===== config.mk =====
export PLATFORM = sky130hd
export DESIGN_NAME = sbsr_status_top
export DESIGN_NICKNAME = d
export VERILOG_FILES = /design/src/sbsr_pkg.sv /design/src/sbsr_status_top.sv /design/src/sbsr_error_queue.sv
export VERILOG_INCLUDE_DIRS = /design/src /design/src/src
export SDC_FILE = /design/constraint.sdc
export NUM_CORES = 1
export LEC_CHECK = 0
export ABC_AREA = 1
export BUFFER_PORTS_ARGS = -buffer_cell sky130_fd_sc_hd__buf_2
export CORE_ASPECT_RATIO = 2
export CORE_MARGIN = 4
export CORE_UTILIZATION = 36
export CTS_BUF_LIST = sky130_fd_sc_hd__clkbuf_16
export CTS_CLUSTER_DIAMETER = 80
export DETAILED_ROUTE_END_ITERATION = 12
export PLACE_DENSITY = 0.64
export SLEW_MARGIN = 25
export SYNTH_ARGS = -nofsm -noshare
export SYNTH_HDL_FRONTEND = slang
export SYNTH_SLANG_ARGS = --single-unit

===== constraint.sdc =====
create_clock -name clk -period 2.1 [get_ports clk]
set_input_delay 0.105 -clock clk [delete_from_list [all_inputs] [get_ports clk]]
set_output_delay 0.105 -clock clk [all_outputs]
set_load 0.05 [all_outputs]

===== src/sbsr_params.svh =====
// bit positions, reset values, masks and sizes of the status summary block
`ifndef SBSR_PARAMS_SVH
`define SBSR_PARAMS_SVH

// bit positions inside the status summary byte
`define SBSR_BIT_UNUSED 0
`define SBSR_BIT_DEV 1
`define SBSR_BIT_ERRQ 2
`define SBSR_BIT_QUES 3
`define SBSR_BIT_MSG 4
`define SBSR_BIT_ESB 5
`define SBSR_BIT_MSS 6
`define SBSR_BIT_OPER 7

// device status register: summary bit and static error field
`define SBSR_DEV_SUM_BIT 0
`define SBSR_DEV_STATIC_ERROR_FLAGS_LO 1
`define SBSR_DEV_STATIC_ERROR_FLAGS_HI 4

// reset values
`define SBSR_STB_RESET 8'h00
`define SBSR_SRE_RESET 8'h00
`define SBSR_DEV_RESET 16'h0000
`define SBSR_ERR_NONE 16'h0000

// mask that drops bit 6 out of the request summary
`define SBSR_MSS_EXCL 8'hBF

// error queue default shape
`define SBSR_ERRQ_DEPTH 8
`define SBSR_ERRQ_WIDTH 16

`endif


===== src/sbsr_pkg.sv =====
// types shared by the status summary block
package sbsr_pkg;

   // event register of a lower status register with its enable
   typedef struct packed {
      logic [15:0] evt;
      logic [15:0] ena;
   } sbsr_evt16_type;

   // standard event flags with their mask
   typedef struct packed {
      logic [7:0] evt;
      logic [7:0] ena;
   } sbsr_evt8_type;

   // request enable mask write command
   typedef struct packed {
      logic wr;
      logic [7:0] data;
   } sbsr_sre_cmd_type;

endpackage


===== src/sbsr_status_top.sv =====
// status summary byte with request enable mask and service request
`timescale 1ns/100ps
`include "sbsr_params.svh"

// Functional notes
// - status registers and error queue readable by host
// - summary byte built from lower status registers
// - bit 1: enabled device status events
// - bit 2: error queue holds entries
// - new error entry requests service if enabled
// - bit 3: enabled questionable event present
// - bit 4: response waiting in output queue
// - bit 5: enabled standard event flag present
// - bit 6: any enabled summary bit, requests service
// - bit 7: enabled operation event present
// - request enable mask written and read back
// - device bit 0 sums static errors 1-4
module sbsr_status_top #(
   parameter int ERRQ_DEPTH = `SBSR_ERRQ_DEPTH,
   parameter int ERRQ_WIDTH = `SBSR_ERRQ_WIDTH
) (
   input wire logic clk,
   input wire logic rst_n,
   input wire logic [15:0] dev_cond_in,
   input wire logic [15:0] dev_enable,
   input wire logic dev_event_clear,
   input wire sbsr_pkg::sbsr_evt16_type ques_status,
   input wire sbsr_pkg::sbsr_evt16_type oper_status,
   input wire sbsr_pkg::sbsr_evt8_type std_event,
   input wire logic message_waiting_flag,
   input wire logic err_push,
   input wire logic [ERRQ_WIDTH-1:0] err_push_code,
   input wire logic err_pop,
   input wire sbsr_pkg::sbsr_sre_cmd_type sre_cmd,
   output logic [7:0] status_summary_byte,
   output logic [7:0] request_enable_mask,
   output logic service_request,
   output logic [15:0] dev_condition,
   output logic [15:0] dev_event,
   output logic [ERRQ_WIDTH-1:0] err_code,
   output logic err_full
);

   logic q_not_empty;
   logic q_new_entry;

   // error queue; its flags feed bit 2 and the service request
   sbsr_error_queue #(
      .WIDTH(ERRQ_WIDTH),
      .DEPTH(ERRQ_DEPTH)
   ) u_errq (
      .clk(clk),
      .rst_n(rst_n),
      .push(err_push),
      .push_code(err_push_code),
      .pop(err_pop),
      .pop_code(err_code),
      .not_empty(q_not_empty),
      .full(err_full),
      .new_entry(q_new_entry)
   );

   // ---- device status register ----
   logic [15:0] dev_cond_reg, dev_cond_next;
   logic [15:0] dev_evt_reg, dev_evt_next;

   // bit 0 is forced to the or of the static error field
   always_comb begin
      dev_cond_next = dev_cond_in;
      dev_cond_next[`SBSR_DEV_SUM_BIT] =
         |dev_cond_in[`SBSR_DEV_STATIC_ERROR_FLAGS_HI:`SBSR_DEV_STATIC_ERROR_FLAGS_LO];
      // a rising condition latches; set beats a clear in the same cycle
      dev_evt_next = dev_evt_reg;
      if (dev_event_clear) begin
         dev_evt_next = '0;
      end
      dev_evt_next = dev_evt_next | (dev_cond_next & ~dev_cond_reg);
   end

   always_ff @(posedge clk or negedge rst_n) begin
      if (!rst_n) begin
         dev_cond_reg <= `SBSR_DEV_RESET;
         dev_evt_reg <= `SBSR_DEV_RESET;
      end else begin
         dev_cond_reg <= dev_cond_next;
         dev_evt_reg <= dev_evt_next;
      end
   end

   // ---- request enable mask ----
   logic [7:0] sre_reg, sre_next;

   // host write through the common command; bit 6 is kept as written
   always_comb begin
      sre_next = sre_reg;
      if (sre_cmd.wr) begin
         sre_next = sre_cmd.data;
      end
   end

   always_ff @(posedge clk or negedge rst_n) begin
      if (!rst_n) begin
         sre_reg <= `SBSR_SRE_RESET;
      end else begin
         sre_reg <= sre_next;
      end
   end

   // ---- summary byte and service request ----
   logic [7:0] stb_reg, stb_next;
   logic mss_reg;
   logic srq_reg, srq_next;
   logic [7:0] stb_raw;

   // summary rebuilt from live flags each cycle, no latching here
   always_comb begin
      stb_raw = `SBSR_STB_RESET;
      stb_raw[`SBSR_BIT_DEV] = |(dev_evt_reg & dev_enable);
      stb_raw[`SBSR_BIT_ERRQ] = q_not_empty;
      stb_raw[`SBSR_BIT_QUES] = |(ques_status.evt & ques_status.ena);
      stb_raw[`SBSR_BIT_MSG] = message_waiting_flag;
      stb_raw[`SBSR_BIT_ESB] = |(std_event.evt & std_event.ena);
      stb_raw[`SBSR_BIT_OPER] = |(oper_status.evt & oper_status.ena);
      stb_next = stb_raw;
      // bit 6 looks at every other bit, so it never feeds itself
      stb_next[`SBSR_BIT_MSS] = |(stb_raw & sre_reg & `SBSR_MSS_EXCL);
      // request on a rising summary, and on each new error when enabled;
      // a held summary would otherwise hide later errors from the host
      srq_next = (stb_next[`SBSR_BIT_MSS] && !mss_reg)
         || (q_new_entry && sre_reg[`SBSR_BIT_ERRQ]);
   end

   always_ff @(posedge clk or negedge rst_n) begin
      if (!rst_n) begin
         stb_reg <= `SBSR_STB_RESET;
         mss_reg <= 1'b0;
         srq_reg <= 1'b0;
      end else begin
         stb_reg <= stb_next;
         mss_reg <= stb_next[`SBSR_BIT_MSS];
         srq_reg <= srq_next;
      end
   end

   assign status_summary_byte = stb_reg;
   assign request_enable_mask = sre_reg;
   assign service_request = srq_reg;
   assign dev_condition = dev_cond_reg;
   assign dev_event = dev_evt_reg;

   // helper: mask as it stood when the summary was formed
   logic [7:0] sre_q;
   always_ff @(posedge clk or negedge rst_n) begin
      if (!rst_n) begin
         sre_q <= `SBSR_SRE_RESET;
      end else begin
         sre_q <= sre_reg;
      end
   end
endmodule // sbsr_status_top


===== src/sbsr_error_queue.sv =====
// error queue: fifo of error codes with occupancy and new entry pulse
`timescale 1ns/100ps
`include "sbsr_params.svh"

module sbsr_error_queue #(
   parameter int WIDTH = `SBSR_ERRQ_WIDTH,
   parameter int DEPTH = `SBSR_ERRQ_DEPTH
) (
   input wire logic clk,
   input wire logic rst_n,
   input wire logic push,
   input wire logic [WIDTH-1:0] push_code,
   input wire logic pop,
   output logic [WIDTH-1:0] pop_code,
   output logic not_empty,
   output logic full,
   output logic new_entry
);
   localparam int AW = (DEPTH > 1) ? $clog2(DEPTH) : 1;

   logic [WIDTH-1:0] mem [DEPTH];
   logic [AW-1:0] wr_ptr_reg, wr_ptr_next, rd_ptr_reg, rd_ptr_next;
   logic [AW:0] count_reg, count_next;
   logic [WIDTH-1:0] pop_code_reg, pop_code_next;
   logic new_entry_reg, new_entry_next;
   logic full_reg, full_next;
   logic do_push, do_pop;

   // a push into a full queue is dropped; pop of empty returns no error
   always_comb begin
      do_push = push && !full_reg;
      do_pop = pop && (count_reg != '0);
      wr_ptr_next = wr_ptr_reg;
      rd_ptr_next = rd_ptr_reg;
      count_next = count_reg;
      pop_code_next = pop_code_reg;
      if (do_push) begin
         wr_ptr_next = (wr_ptr_reg == AW'(DEPTH - 1)) ? '0 : wr_ptr_reg + AW'(1);
      end
      if (do_pop) begin
         rd_ptr_next = (rd_ptr_reg == AW'(DEPTH - 1)) ? '0 : rd_ptr_reg + AW'(1);
         pop_code_next = mem[rd_ptr_reg];
      end else if (pop) begin
         pop_code_next = `SBSR_ERR_NONE;
      end
      if (do_push && !do_pop) begin
         count_next = count_reg + (AW+1)'(1);
      end else if (do_pop && !do_push) begin
         count_next = count_reg - (AW+1)'(1);
      end
      // full is registered so the output leaves a flip-flop
      full_next = (count_next == (AW+1)'(DEPTH));
      new_entry_next = do_push;
   end

   // storage has no reset; only written slots are ever read
   always_ff @(posedge clk) begin
      if (do_push) begin
         mem[wr_ptr_reg] <= push_code;
      end
   end

   always_ff @(posedge clk or negedge rst_n) begin
      if (!rst_n) begin
         wr_ptr_reg <= '0;
         rd_ptr_reg <= '0;
         count_reg <= '0;
         pop_code_reg <= `SBSR_ERR_NONE;
         new_entry_reg <= 1'b0;
         full_reg <= 1'b0;
      end else begin
         wr_ptr_reg <= wr_ptr_next;
         rd_ptr_reg <= rd_ptr_next;
         count_reg <= count_next;
         pop_code_reg <= pop_code_next;
         new_entry_reg <= new_entry_next;
         full_reg <= full_next;
      end
   end

   assign pop_code = pop_code_reg;
   assign not_empty = (count_reg != '0);
   assign full = full_reg;
   assign new_entry = new_entry_reg;

endmodule // sbsr_error_queue


==> impl_metrics.env <==
export IMPL_syn_instance_count=716
export IMPL_avgSynthCellArea_um2=11.5
export IMPL_antenna_found_initial=0
export IMPL_status="complete, but fails checks"
export IMPL_drc=0
export IMPL_totalWireLength_um=21300
export IMPL_final_max_slew_viol_count=0
export IMPL_drive_gt1_share_pct=27.3
export IMPL_ys_seq_area_share_pct=69.9
export IMPL_worst_setup_path_type="input port to register"
export IMPL_syn_to_final_growth_pct=31.9
export IMPL_max_freq_ghz=0.522
export IMPL_combPwrFrac_pct=33.9
export IMPL_worst_pin_slew_ns=0.680
export IMPL_ir_worst_vdd_mv=0.637
export IMPL_drtIter0Drc=236
export IMPL_fin_crit_ns=1.91
export IMPL_ant_nets=0
export IMPL_start_util_pct=36.4
export IMPL_crit_start="oper_status[5]"
export IMPL_yosys_most_used_dff="edfxtp_1"
export IMPL_final_setup_skew_ns=0.00734
export IMPL_first_global_vias=6694
export IMPL_synthArstFlopShare_pct=37.3
export IMPL_cts_sinks=204
export IMPL_top_register="u_errq.mem"
export IMPL_switchingPower_uw=4630
export IMPL_gp_congestion=0.784
export IMPL_syn_nets=865
export IMPL_grtUsageTotal_pct=16.8
export IMPL_p_int_uw=7920
export IMPL_synth_seq_cells=204
export IMPL_startpoint_type="input port"
export IMPL_cts_resized=0
export IMPL_postCtsSetupRepairBufs=0
export IMPL_fp_dieArea_um2=25500
export IMPL_grt_pass1_wl_um=33500
export IMPL_crit_path_end_kind="register"
export IMPL_crit_slowest_cell="dlygate4sd3_1"
export IMPL_num_io_pins=209
export IMPL_worstHoldStart="std_event[6]"
export IMPL_maxCapViolations=0
export IMPL_p_clk_share_pct=24.4
export IMPL_die_h_um=222
export IMPL_wire_per_inst_um=16.5
export IMPL_synth_largest_area_cell="edfxtp_1"
export IMPL_grt_max_degree=67
export IMPL_fin_crit_sh_pct=91.1
export IMPL_worstSkewPairLatency_ns=0.49
export IMPL_post_place_cells=1189
export IMPL_rows=78
export IMPL_fill_cells=1993
export IMPL_first_pass_iters=4
export IMPL_yosys_warnings=0
export IMPL_cts_path_max_buffers=3
export IMPL_htreeDepth=1
export IMPL_seqPwrFrac_pct=41.7
export IMPL_cts_tree="built"
export IMPL_finalSetupViolations=0
export IMPL_seqCellArea_um2=5750
export IMPL_synth_distinct_cells=35
export IMPL_grt_setup_unrepaired="false"
export IMPL_synthTopCellsByArea="edfxtp_1, dfrtp_1, nand2_1, nor2_1, o21ai_0"
export IMPL_required_ns=2.48
export IMPL_numCtsBuffers=18
export IMPL_cts_clk_slew_worst_paths_ns=0.07
export IMPL_hpwl_um=14400
export IMPL_maxSlewHeadroom_pct=54.7
export IMPL_viasPerCell=4.89
export IMPL_via_count=6299
export IMPL_worstReg2RegStart="u_errq.count_reg[0]$_DFF_PN0_"
export IMPL_clockRootBuffer="clkbuf_16"
export IMPL_largest_reg_flops=128
export IMPL_cp_arrival_ns=2.30
export IMPL_stdcell_count=1288
export IMPL_p_leak_uw=0.00472
export IMPL_syn_area_um2=8220
export IMPL_numPortBuffers=206
export IMPL_die_w_um=115
export IMPL_core_um2=22500
export IMPL_power_density_nw_per_um2=1160
export IMPL_hold_violations=1
export IMPL_path_max_fanout=2
export IMPL_grt_overflow_total=0
export IMPL_crit_chain="dlygate4sd3_1 -> buf_2 -> nand2_1 -> dlygate4sd3_1 -> nand2_1 -> nor2_1 -> nand2_1 -> nor2_1 -> dlygate4sd3_1 -> inv_1"
export IMPL_multiInputGateArea_um2=2080
export IMPL_n_antenna_cell=0
export IMPL_switching_share_pct=36.9
export IMPL_whs_ns=-0.0596
export IMPL_violations="negative hold slack"
export IMPL_nets=1145
export IMPL_crit_path_max_incr_delay_ns=0.56
export IMPL_synth_edf_count=128
export IMPL_synthDominantCellAreaShare_pct=46.8
export IMPL_min_delay_path_class="input port to register"
==> power by group through the flow <==
stage	registers [uW]	logic [uW]	clock network, uW
floorplan	6070	2110	0
global placement	5300	4140	0
detailed placement	5330	4200	0
CTS	5250	4300	3160
global route	5300	4700	3290
finish	5240	4250	3060
==> what timing repair did <==
item | 4_1_cts | 5_1_grt
hold buffers | 66 | 2
hold endpoints to repair | 222 | 1
setup endpoints to repair | 0 | 2
==> worst paths after layout <==
path                       cells after the start  slack [ns]                               end
max reg2reg                                    8        0.44    u_errq.pop_code[4]$_DFFE_PN0P_
min reg2reg                                    1        0.44           dev_event[11]$_DFF_PN0_
max                                           10        0.19  status_summary_byte[7]$_DFF_PN0_
max in group asynchronous                      3        1.27    u_errq.pop_code[3]$_DFFE_PN0P_
min in group asynchronous                      2        0.22        dev_condition[4]$_DFF_PN0_
min                                            5       -0.06  status_summary_byte[5]$_DFF_PN0_
==> synth_stat cells, types with 8 or more instances <==
| cell | instances |
|---|---|
| nor2_1 | 97 |
| o22ai_1 | 24 |
| o21ai_0 | 66 |
| buf_2 | 12 |
| nand2_1 | 151 |
| nand3_1 | 10 |
| inv_1 | 54 |
| o21ai_1 | 8 |
| o211ai_1 | 8 |
| clkbuf_1 | 14 |
| edfxtp_1 | 128 |
| o221ai_1 | 24 |
| dfrtp_1 | 76 |
==> cells by family after synthesis <==
kind of cell	Yosys count	synth area share [%]
compound gates	134	9.94
xor+xnor	3	0.320
fa+ha+maj	6	0.914
buf+inv	91	4.71
flops	204	69.9
mux	5	0.685
other cells	1	0.0456
simple gates	272	13.5
==> metrics by stage <==
step / cell area (um^2) / TNS (ns) / util (%) / setup slack [ns] / power, uW
floorplan: 8220 / -4.25 / - / -0.0664 / 8190
global placement: 9630 / 0 / 42.7 / 0.464 / 9440
detailed placement: 9630 / 0 / 42.7 / 0.440 / 9520
CTS: 10800 / 0 / 48.0 / 0.0289 / 12700
global route: 10800 / 0 / 48.1 / 0.114 / 13300
finish: 10800 / 0 / 48.1 / 0.186 / 12500
==> metal layers <==
| layer | GRT usage (%) | wire [um] |
|---|---|---|
| met1 | 16.5 | 7030 |
| met5 | 0 | 0 |
| met3 | 3.33 | 1410 |
| met4 | 7.58 | 847 |
| met2 | 32.6 | 12000 |
==> worst max-delay path, delay by kind of cell <==
kind,cells,cell delay [ns]
buf+inv,5,1.81
simple gates,5,0.38
==> final cells by class <==
| cell class | instances | share of cell area [%] |
|---|---|---|
| Sequential cell | 204 | 53.0 |
| Multi-Input combinational cell | 421 | 19.2 |
| Timing Repair Buffer | 291 | 17.4 |
| Clock buffer | 19 | 4.39 |
| Tap cell | 280 | 3.23 |
| Inverter | 60 | 2.15 |
| Clock inverter | 13 | 0.589 |
==> layout by cell type, fill, tap and decap left out, types with 2 or more instances in the layout <==
cell             n
a21oi_1          2
buf_12           4
buf_2          205
buf_4           15
clkbuf_16       19
clkinv_1         2
clkinv_2         5
clkinvlp_4       2
dfrtp_1         76
dlygate4sd3_1   67
edfxtp_1       128
ha_1             6
inv_1           57
inv_2            4
mux2_2           5
nand2_1        151
nand2_2          4
nand2_4          2
nand3_1         10
nor2_1          97
nor2_2           2
o211ai_1         8
o21ai_0         66
o21ai_1          8
o221ai_1        24
o22ai_1         24
xnor2_1          2
(Power assumes the default switching activity.)
